[config.mk]
export PLATFORM = sky130hd
export DESIGN_NAME = sram_host_ctl
export DESIGN_NICKNAME = d
export VERILOG_FILES = /design/src/pkg/sram_ctl_pkg.sv /design/src/cycle_timer.sv /design/src/sram_host_ctl.sv
export VERILOG_INCLUDE_DIRS = /design/src /design/src/pkg
export SDC_FILE = /design/constraint.sdc
export NUM_CORES = 1
export LEC_CHECK = 0
export BUFFER_PORTS_ARGS = -buffer_cell sky130_fd_sc_hd__buf_2
export CAP_MARGIN = 20
export CORE_UTILIZATION = 55
export DETAILED_ROUTE_END_ITERATION = 8
export PLACE_DENSITY_LB_ADDON = 0.25
export SLEW_MARGIN = 20
export SYNTH_ARGS = -nofsm -noshare
export SYNTH_HDL_FRONTEND = slang
export SYNTH_SLANG_ARGS = --single-unit
[constraint.sdc]
create_clock -name clk -period 5.7 [get_ports clk]
set_input_delay 0.285 -clock clk [delete_from_list [all_inputs] [get_ports clk]]
set_output_delay 0.285 -clock clk [all_outputs]
set_load 0.05 [all_outputs]
[src/pkg/sram_ctl_map.svh]
// timing constants and pin-level encodings for the sram host controller
`ifndef SRAM_CTL_MAP_SVH
`define SRAM_CTL_MAP_SVH

`define CLK_PERIOD_NS            10
`define POWERUP_WAIT_TIME_US     100
`define ADDR_TO_DATA_TIME_NS     10
`define READ_CYCLE_TIME_NS       10
`define WRITE_CYCLE_TIME_NS      10
`define ADDR_SETUP_END_TIME_NS   7
`define WRITE_PULSE_TIME_NS      7
`define BYTE_SEL_END_TIME_NS     7
`define WRITE_DATA_SETUP_TIME_NS 5
`define STROBE_TO_TRISTATE_TIME_NS 5
`define OUT_DRIVE_DATA_TIME_NS   6

// cycle counts, least times rounded up
`define CYC_UP(ns)        (((ns) + `CLK_PERIOD_NS - 1) / `CLK_PERIOD_NS)
`define POWERUP_CYCLES    ((`POWERUP_WAIT_TIME_US * 1000 + `CLK_PERIOD_NS - 1) / `CLK_PERIOD_NS)
// the first sync flop would otherwise sample right at the access time
`define SAMPLE_MARGIN_CYCLES 1
`define READ_CYCLES       (`CYC_UP(`ADDR_TO_DATA_TIME_NS) + `SAMPLE_MARGIN_CYCLES)
`define WRITE_PULSE_CYCLES `CYC_UP(`WRITE_PULSE_TIME_NS + `WRITE_DATA_SETUP_TIME_NS)
`define WRITE_WE_OE_CYCLES `CYC_UP(`STROBE_TO_TRISTATE_TIME_NS + `WRITE_DATA_SETUP_TIME_NS)

`define TIMER_W           17
`define ADDR_W            18
`define DATA_W            16
`define BYTE_W            8
`define PIN_INACTIVE      1'B1
`define PIN_ACTIVE        1'B0
`define BYTE_SEL_NONE     2'H3

`endif

[src/pkg/sram_ctl_pkg.sv]
// types shared by the sram host controller files
`include "sram_ctl_map.svh"
package sram_ctl_pkg;

    typedef struct packed {
        logic                 valid;
        logic                 write;
        logic [`ADDR_W-1:0]   addr;
        logic [`DATA_W-1:0]   wdata;
        logic [1:0]           byte_en;
    } req_t;

    typedef struct packed {
        logic                 chip_sel_n;
        logic                 out_drive_n;
        logic                 write_strobe_n;
        logic                 low_byte_sel_n;
        logic                 high_byte_sel_n;
        logic [`ADDR_W-1:0]   addr;
        logic [`DATA_W-1:0]   data_bus_out;
        logic [`DATA_W-1:0]   data_bus_oe;
    } pins_t;

    typedef enum logic [2:0] {
        ST_POWERUP,
        ST_IDLE,
        ST_READ,
        ST_WRITE,
        ST_WRITE_END
    } phase_t;

endpackage : sram_ctl_pkg

[src/cycle_timer.sv]
// down counter used for power-up wait and access phase lengths
`include "sram_ctl_map.svh"
module cycle_timer
    import sram_ctl_pkg::*;
(
    input  wire logic                  clk,
    input  wire logic                  resetn,
    input  wire logic                  load,
    input  wire logic [`TIMER_W-1:0]   count,
    output logic                       done
);
    typedef struct packed {
        logic [`TIMER_W-1:0] cnt;
        logic                done;
    } timer_state_t;

    timer_state_t state_q;
    timer_state_t state_d;

    always_comb
    begin
        state_d = state_q;
        if (load)
        begin
            state_d.cnt  = count;
            state_d.done = (count == `TIMER_W'H0);
        end
        else if (state_q.cnt != `TIMER_W'H0)
        begin
            state_d.cnt  = state_q.cnt - `TIMER_W'H1;
            state_d.done = (state_q.cnt == `TIMER_W'H1);
        end
    end

    always_ff @(posedge clk)
    begin
        if (!resetn)
            state_q <= '0;
        else
            state_q <= state_d;
    end

    assign done = state_q.done;
endmodule : cycle_timer

[src/sram_host_ctl.sv]
// host controller that sequences async sram strobes for single accesses
// Summary of operation
// - write starts only with chip select, strobe and a select low
// - write ends on one rising edge; data held through it
// - write strobe stays high throughout every read
// - address is valid before or with chip select falling
// - wait 100 us after reset before the first access
// - address stable 7 ns before write end; cycle at least 10 ns
// - write data driven 5 ns before write end, released after
// - byte select and write strobe low at least 7 ns
// - strobe write cycle covers tristate delay plus data setup
`include "sram_ctl_map.svh"
module sram_host_ctl
    import sram_ctl_pkg::*;
(
    input  wire logic                 clk,
    input  wire logic                 resetn,
    input  sram_ctl_pkg::req_t        req,
    output logic                      req_ready,
    output logic                      rsp_valid,
    output logic [`DATA_W-1:0]        rsp_rdata,
    output sram_ctl_pkg::pins_t       pins,
    input  wire logic [`DATA_W-1:0]   data_bus_in
);
    import sram_ctl_pkg::*;

    typedef struct packed {
        phase_t               phase;
        logic                 ready;
        logic                 rsp_valid;
        logic [`DATA_W-1:0]   rdata;
        pins_t                pins;
        logic [`DATA_W-1:0]   in_meta;
        logic [`DATA_W-1:0]   in_sync;
        logic                 timer_load;
        logic [`TIMER_W-1:0]  timer_count;
        logic                 first;
    } ctl_state_t;

    ctl_state_t state_q;
    ctl_state_t state_d;
    logic       timer_done;

    function automatic pins_t idle_pins(input pins_t p);
        pins_t r;
        r                 = p;
        r.chip_sel_n      = `PIN_INACTIVE;
        r.out_drive_n     = `PIN_INACTIVE;
        r.write_strobe_n  = `PIN_INACTIVE;
        r.low_byte_sel_n  = `PIN_INACTIVE;
        r.high_byte_sel_n = `PIN_INACTIVE;
        r.data_bus_oe     = '0;
        return r;
    endfunction : idle_pins

    cycle_timer u_timer (
        .clk    (clk),
        .resetn (resetn),
        .load   (state_q.timer_load),
        .count  (state_q.timer_count),
        .done   (timer_done)
    );

    always_comb
    begin
        state_d            = state_q;
        state_d.timer_load = 1'B0;
        state_d.rsp_valid  = 1'B0;
        state_d.in_meta    = data_bus_in;
        state_d.in_sync    = state_q.in_meta;
        case (state_q.phase)
            ST_POWERUP:
            begin
                if (state_q.first)
                begin
                    state_d.first       = 1'B0;
                    state_d.timer_load  = 1'B1;
                    state_d.timer_count = `TIMER_W'(`POWERUP_CYCLES);
                end
                else if (timer_done)
                begin
                    state_d.phase = ST_IDLE;
                    state_d.ready = 1'B1;
                end
            end
            ST_IDLE:
            begin
                state_d.pins = idle_pins(state_q.pins);
                if (req.valid && state_q.ready && req.byte_en != 2'H0)
                begin
                    state_d.ready                = 1'B0;
                    state_d.pins.addr            = req.addr;
                    state_d.pins.chip_sel_n      = `PIN_ACTIVE;
                    state_d.pins.low_byte_sel_n  = ~req.byte_en[0];
                    state_d.pins.high_byte_sel_n = ~req.byte_en[1];
                    state_d.timer_load           = 1'B1;
                    if (req.write)
                    begin
                        // strobe falls with chip select; both are low with a select
                        state_d.phase                = ST_WRITE;
                        state_d.pins.write_strobe_n  = `PIN_ACTIVE;
                        state_d.pins.out_drive_n     = `PIN_INACTIVE;
                        state_d.pins.data_bus_out    = req.wdata;
                        state_d.pins.data_bus_oe     = {{`BYTE_W{req.byte_en[1]}},
                                                        {`BYTE_W{req.byte_en[0]}}};
                        state_d.timer_count = `TIMER_W'(`WRITE_PULSE_CYCLES);
                    end
                    else
                    begin
                        state_d.phase               = ST_READ;
                        state_d.pins.write_strobe_n = `PIN_INACTIVE;
                        state_d.pins.out_drive_n    = `PIN_ACTIVE;
                        // one spare cycle: the first sync flop must see settled data
                        state_d.timer_count = `TIMER_W'(`READ_CYCLES);
                    end
                end
            end
            ST_READ:
            begin
                if (!state_q.timer_load && timer_done)
                begin
                    state_d.phase     = ST_IDLE;
                    state_d.rsp_valid = 1'B1;
                    state_d.rdata     = state_q.in_sync;
                    state_d.pins      = idle_pins(state_q.pins);
                    state_d.ready     = 1'B1;
                end
            end
            ST_WRITE:
            begin
                if (!state_q.timer_load && timer_done)
                begin
                    // all strobes rise on one edge; data is kept one cycle more
                    state_d.phase                = ST_WRITE_END;
                    state_d.pins.chip_sel_n      = `PIN_INACTIVE;
                    state_d.pins.write_strobe_n  = `PIN_INACTIVE;
                    state_d.pins.low_byte_sel_n  = `PIN_INACTIVE;
                    state_d.pins.high_byte_sel_n = `PIN_INACTIVE;
                end
            end
            ST_WRITE_END:
            begin
                state_d.phase     = ST_IDLE;
                state_d.pins      = idle_pins(state_q.pins);
                state_d.rsp_valid = 1'B1;
                state_d.ready     = 1'B1;
            end
            default:
            begin
                state_d.phase = ST_IDLE;
                state_d.pins  = idle_pins(state_q.pins);
            end
        endcase
    end

    always_ff @(posedge clk)
    begin
        if (!resetn)
        begin
            state_q                      <= '0;
            state_q.phase                <= ST_POWERUP;
            state_q.first                <= 1'B1;
            state_q.pins.chip_sel_n      <= `PIN_INACTIVE;
            state_q.pins.out_drive_n     <= `PIN_INACTIVE;
            state_q.pins.write_strobe_n  <= `PIN_INACTIVE;
            state_q.pins.low_byte_sel_n  <= `PIN_INACTIVE;
            state_q.pins.high_byte_sel_n <= `PIN_INACTIVE;
        end
        else
            state_q <= state_d;
    end

    assign req_ready = state_q.ready;
    assign rsp_valid = state_q.rsp_valid;
    assign rsp_rdata = state_q.rdata;
    assign pins      = state_q.pins;
endmodule : sram_host_ctl

==> results of run 1 <==
-- what timing repair did --
item,4_1_cts,5_1_grt
setup endpoints to repair,0,0
gates resized for setup,0,0
hold endpoints to repair,17,1
hold buffers,17,1
-- registers in the layout, indices dropped and copies added (netlist names) --
| name | cells |
|---|---|
| state_d | 16 |
| rsp_rdata | 16 |
| u_timer.done | 1 |
| rsp_valid | 1 |
| u_timer.state_q | 17 |
| state_q | 23 |
| pins | 41 |
| req_ready | 1 |
-- report_power, final --
group,internal (uW),leakage (uW),switching [uW]
Clock,676,0.000296,388
Combinational,229,0.00123,299
Sequential,889,0.000945,74.3
Total,1790,0.00247,761
-- synthesized netlist by cell type (3+ instances only) --
cell type and number:
a21boi_0 49, a21boi_1 5, a21oi_1 8, a31oi_1 4
and2_1 33, buf_2 4, buf_4 71, clkbuf_1 28
dfxtp_1 116, inv_1 5, nand2_1 112, nand2b_1 4
nand3_1 4, nor2_1 19, nor2b_1 6, nor3_1 10
nor3_2 3, nor4b_1 3, o211ai_1 3, o21a_1 4
o21ai_0 11, or3_1 6, or4_1 3, xnor2_1 3
xor2_1 8
-- path summary, 6_finish.rpt --
path / from / endpoint / slack (ps) / cells past startpoint
worst min-delay path: req[7] / pins[21]$_SDFFE_PN0P_ / 30 / 3
worst min register to register: state_d[23]$_SDFF_PN0_ / state_q[23]$_SDFF_PN0_ / 430 / 1
worst max register to register: u_timer.state_q[1]$_SDFFE_PN0P_ / u_timer.state_q[11]$_SDFFE_PN0P_ / 3440 / 7
worst max-delay path: u_timer.state_q[1]$_SDFFE_PN0P_ / u_timer.state_q[11]$_SDFFE_PN0P_ / 3440 / 7
-- kinds of logic (layout without fill, tap and decap cells) --
family,count (synthesis),after routing
xor+xnor,11,11
mux,2,2
buf+inv,108,185
compound gates,96,96
simple gates,211,211
fa+ha+maj,2,2
flops,116,116
-- tightest hold or removal path: cells and delay by family --
family                 cells  cell delay, ps
buffers and inverters      1             100
AO/OA/AOI/OAI              1              60
AND/OR/NAND/NOR            1              40
-- layer usage --
layer / vias to the layer above / track usage, % / wire (um) / part of all wire [%]
li1: 1853 / - / - / -
met4: 0 / 9.950 / 149 / 1.6
met2: 94 / 35.48 / 4426 / 49
met3: 13 / 6.619 / 453 / 5.0
met1: 1651 / 24.01 / 4091 / 45
met5: - / 0 / 0 / 0
-- layout make-up --
cell class                      instances  share of cell area [%]
Sequential cell                       116                   40.45
Multi-Input combinational cell        322                   31.80
Timing Repair Buffer                  148                   14.56
Clock buffer                           17                   7.214
Clock inverter                         15                   3.357
Tap cell                              105                   2.289
Inverter                                5                  0.3269
-- stage by stage --
stage / instances / instance area (sq um) / worst slack (ps) / hold WS (ps)
final: 728 / 5741 / 3443 / 26.94
after global placement: 678 / 4954 / 3544 / 414.8
after global routing: 728 / 5741 / 3295 / 9.520
after CTS: 727 / 5731 / 3450 / 0.7575
after detailed placement: 678 / 4954 / 3455 / 416.9
after floorplan: 546 / 4825 / 3668 / 411.9
==> metrics, run 1 <==
Rows=33; Slowest-stage cell, CP=or3b_4; VDD IR-drop max=~0.26 mV; GRT overflow=0; TNS Setup=0 ps; I/O pin cnt=129; share of layout cells above drive strength 1=a little over a quarter; Pleak=~0.0025 uW; vias in the first global route=approximately 3200; CP bufs+invs=1; FFs w/ async S/R, synth=0%; syn nets=between 600 and 700; maxcap violations=0; worst-path cell chain=inv_1 > ha_1 > or3b_4 > or3_4 > or3_1 > xor2_1 > o31ai_2; final core utilization=68.83%; Slew @ Worst Pin=between 900 and 1000 ps; mapped cell area=between 4000 and 5000 sq um; Critical Path AT=between 2000 and 3000 ps; total wire length=9.120 mm; WS Path Type=flip-flop to flip-flop; commonest non-fill, non-tap cell in the layout=buf_2; final setup fails=0; Worst path max stage delay=~480 ps; area of the multi-input gates=between 1500 and 2000 sq um; number of distinct library cells after synthesis=42; post-synthesis cell type with the largest combined area=dfxtp_1; Synth area leaders=dfxtp_1 48%, buf_4 11%, nand2_1 8.7%; synthesized instance count=546; CTS tree=yes; core area=8341 sq um; startpoint class of the critical path=flip-flop; Port Buffers=roughly 130; Final Cycle Share=about 40%; unrepaired setup endpoints after global routing=no; postcts setup bufs=0; global-route usage over all layers=20.99%; DRT antenna net count=0; die height=95.66 um; full die area=approximately 9000 sq um; CP required=between 6000 and 7000 ps; initial antenna violation count=0; first-pass GRT wire length=~14 mm; Synth Area in Adders=0.5187%; clock buffer depth=2; Register Area=between 2000 and 2500 sq um; largest family of logic cells by synthesized area=simple AND/OR/NAND/NOR gates; Worst path top cell family by delay=simple AND/OR/NAND/NOR gates; pwr dens=about 450 nW/um^2; crit-path max FO=13; fin nets=roughly 670; Starting Density=57.85%; clock transition at the registers of the reported paths=60 ps; EDFF count, synth=0; Hold Path Class=primary input to flip-flop; post-synth top area share=about half; post-synthesis sequential area ratio=about half; worst skew pair latency=between 500 and 600 ps; P&R area growth vs syn=18.98%; CTS Buf Count=17; DR vias/cell=just under 5; YS warnings=0; Remaining DRCs=0; drt first pass iters=4; Avg Cell Area, Syn=a little under 9 sq um; Fin. Hold Viols=0; status=finished clean; RePlAce Congestion=slightly above 0.8; #FFs+latches synth=approximately 120; Slew Limit Headroom=roughly a third; Worst Skew=around 10 ps; Max Clock Freq=between 400 and 500 MHz; Post-Synth XOR/XNOR Area=roughly 2.0%; ANT cells=0; Crit. End Element=flip-flop; fillers=672; clk root buf=clkbuf_8; Synth Area in Compound Gates=between 10% and 20%; HPWL Detailed=5.870 mm; fin crit period=roughly 2300 ps; ys flop type=dfxtp_1; Simple-Gate Fraction of Synth Area=between 20% and 30%; CTS H-tree lvls=4; Final Total Pwr=2556 uW; mux contribution to synthesized area=less than 1%; most frequent cells in the layout=128 x buf_2, 116 x dfxtp_1, 112 x nand2_1; largest net degree at the start of global routing=approximately 100; Die X=95.66 um; initial DRC count=129; Routed WL per cell=approximately 13 um; Slew Limit Fails=0; via count=approximately 3600; CTS sink cnt=between 100 and 150
(Power assumes the default switching activity.)
==> run 2: changes to the inputs <==
--- a/config.mk
+++ b/config.mk
@@ -8,7 +8,7 @@
 export LEC_CHECK = 0
 export BUFFER_PORTS_ARGS = -buffer_cell sky130_fd_sc_hd__buf_2
 export CAP_MARGIN = 20
-export CORE_UTILIZATION = 55
+export CORE_UTILIZATION = 47
 export DETAILED_ROUTE_END_ITERATION = 8
 export PLACE_DENSITY_LB_ADDON = 0.25
 export SLEW_MARGIN = 20
==> constraint.sdc (replaced) <==
create_clock -name clk -period 2 [get_ports clk]
set_input_delay 0.1 -clock clk [delete_from_list [all_inputs] [get_ports clk]]
set_output_delay 0.1 -clock clk [all_outputs]
set_load 0.05 [all_outputs]
==> run 2 against run 1 <==
Against the previous run: clock skew down 3.7 ps; sequential power grew to 2.9 times the previous value; wire length rose by 9.6%; global-route usage fell by 1.7 points; cell count grew 11%; count of clock-buffer cells in the layout increased by 1; sequential share of layout area fell by 3.6 points; worst setup slack worse by 3400 ps; largest cell class unchanged; critical path type unchanged; fmax increased by 15%.
==> metrics, run 2 (synthesized netlist as in run 1, its figures left out) <==
status=finished clean (unchanged); smallest hold slack=111.4 ps (was 26.94 ps); Hold Path Class=primary input to flip-flop (unchanged); crit-path max FO=3 (was 13); CTS Buf Count=17 (unchanged); Final Cycle Share=98.18% (was 39.59%); CP most frequent cell=or3_4; clock buffer depth=2 (unchanged); Worst R2R Start=u_timer.state_q[1]$_SDFFE_PN0P_ (unchanged); Critical Path AT=2390 ps (was 2680 ps); largest net degree at the start of global routing=61 (was 102); drt first pass iters=4 (unchanged); I/O pin cnt=129 (unchanged); worst skew pair latency=500 ps (was 510 ps); global-route usage over all layers=19.29% (was 20.99%); Starting Density=48.91% (was 57.85%); Final Total Pwr=7766 uW (was 2556 uW); Crit. End Element=flip-flop (unchanged); CTS sink cnt=116 (unchanged); clk root buf=clkbuf_8 (unchanged); vias in the first global route=3654 (was 3197); startpoint class of the critical path=flip-flop (unchanged); ANT cells=0 (unchanged); worst-path cell chain=inv_2 > ha_4 > or3b_4 > or3_4 > or3_4 > xor2_1 > o31ai_2 (was inv_1 > ha_1 > or3b_4 > or3_4 > or3_1 > xor2_1 > o31ai_2); DRT antenna net count=0 (unchanged); GRT overflow=0 (unchanged); die height=103.3 um (was 95.66 um); RePlAce Congestion=0.8385 (was 0.8071); Register Area=2323 sq um (was 2322 sq um); CTS H-tree lvls=4 (unchanged); DR vias/cell=4.755 (was 4.960); fin nets=720 (was 668); fillers=816 (was 672); core area=9864 sq um (was 8341 sq um); worst setup path startpoint=u_timer.state_q[1]$_SDFFE_PN0P_ (unchanged); Slew Limit Fails=0 (unchanged); Hold Crit Start=req[37] (was req[7]); Worst path max stage delay=370 ps (was 480 ps); Biggest register=pins (unchanged); fin crit period=1964 ps (was 2257 ps); final setup fails=0 (unchanged); via count=3842 (was 3611); Slew Limit Headroom=60.72% (was 33.98%); pwr dens=1230 nW/um^2 (was 445.2 nW/um^2); Slowest-stage cell, CP=or3b_4 (unchanged); unrepaired setup endpoints after global routing=yes (was no); maxcap violations=0 (unchanged); CP bufs+invs=1 (unchanged); Remaining DRCs=0 (unchanged); commonest non-fill, non-tap cell in the layout=buf_2 (unchanged); full die area=10670 sq um (was 9151 sq um); Max Clock Freq=509.3 MHz (was 443.1 MHz); Die X=103.3 um (was 95.66 um); placed cell areas=5099 sq um (was 4954 sq um); most frequent cells in the layout=128 x buf_2, 115 x dfxtp_1, 112 x nand2_1 (was 128 x buf_2, 116 x dfxtp_1, 112 x nand2_1); initial DRC count=99 (was 129); initial antenna violation count=0 (unchanged); Rows=36 (was 33); Worst Skew=6.492 ps (was 10.16 ps); share of layout cells above drive strength 1=28.74% (was 27.13%); final core utilization=63.99% (was 68.83%); Pleak=0.002715 uW (was 0.002473 uW); VDD IR-drop max=0.6551 mV (was 0.2571 mV); Port Buffers=128 (unchanged); Finished Cell Area=6312 sq um (was 5741 sq um); HPWL Detailed=6.203 mm (was 5.870 mm); area of the multi-input gates=1868 sq um (was 1826 sq um); final worst slack=36.43 ps (was 3443 ps); Routed WL per cell=12.37 um (was 12.53 um); WS Path Type=flip-flop to flip-flop (unchanged); CP required=2420 ps (was 6120 ps); Slew @ Worst Pin=589.2 ps (was 984.9 ps); max FFs per register=41 (unchanged); Fin. Hold Viols=0 (unchanged); P&R area growth vs syn=30.83% (was 18.98%); Worst path top cell family by delay=simple AND/OR/NAND/NOR gates (unchanged); first-pass GRT wire length=15.78 mm (was 14.39 mm); Largest regs=pins: 41 flops, state_q: 23 flops, u_timer.state_q: 17 flops (unchanged); clock transition at the registers of the reported paths=60 ps (about the same); total wire length=9.996 mm (was 9.120 mm); CTS tree=yes (unchanged); pre-CTS WS=-6.884 ps (was 3455 ps)
## run 2: changes by cell type in the layout (fill, tap and decap cells not counted), sizes merged
cell / delta
clkinv: +1
clkinvlp: -1
inv: -1
buf: +16
clkbuf: +1
dlygate4sd3: +36
## run 2: final cells by class
cell class              count  share of cell area, %
clock inverters            14                  3.033
well taps                 133                  2.636
repair buffers            200                  20.85
multi-input cells         322                  29.59
clock buffers              18                  6.779
flip-flops and latches    116                  36.81
inverters                   5                 0.2973
## run 2: layer usage
metal / vias up / GRT usage (%) / share of wire, %
met3: 16 / 5.242 / 4.8
met1: 1759 / 21.21 / 44
li1: 1957 / - / -
met5: - / 0 / 0
met2: 110 / 34.97 / 50
met4: 0 / 8.234 / 1.5
## run 2: where the power goes
part / total, uW / internal (uW) / leakage, uW / switching [uW]
Combinational: 1920 / 926 / 0.00147 / 995
Sequential: 2750 / 2530 / 0.000946 / 219
Clock: 3090 / 1970 / 0.000304 / 1120
## run 2: repair_timing
action,CTS,global route
setup buffers,1,2
setup endpoints to repair,2,8
pin swaps,1,1
cloned,0,0
resized for setup,2,7
hold endpoints to repair,53,0
hold buffers,54,0
## run 2: worst min-delay path: stages
cell and delay [ps]:
buf_2 90, o211ai_1 190, a21oi_1 150, nand2_1 50
## run 2: final timing paths
check                                                   endpoint  slack [ps]  cells after the start
worst max-delay path            u_timer.state_q[11]$_SDFFE_PN0P_          40                      7
worst min-delay path                       pins[54]$_SDFFE_PN1P_         110                      4
worst max register to register  u_timer.state_q[11]$_SDFFE_PN0P_          40                      7
worst min register to register            state_q[29]$_SDFF_PN0_         430                      1
## run 2: stage by stage
stage / std cells / TNS (ps)
after floorplan: 546 / 0
after global placement: 719 / 0
after detailed placement: 719 / -11.67
after CTS: 806 / 0
after global routing: 808 / -10.02
final: 808 / 0
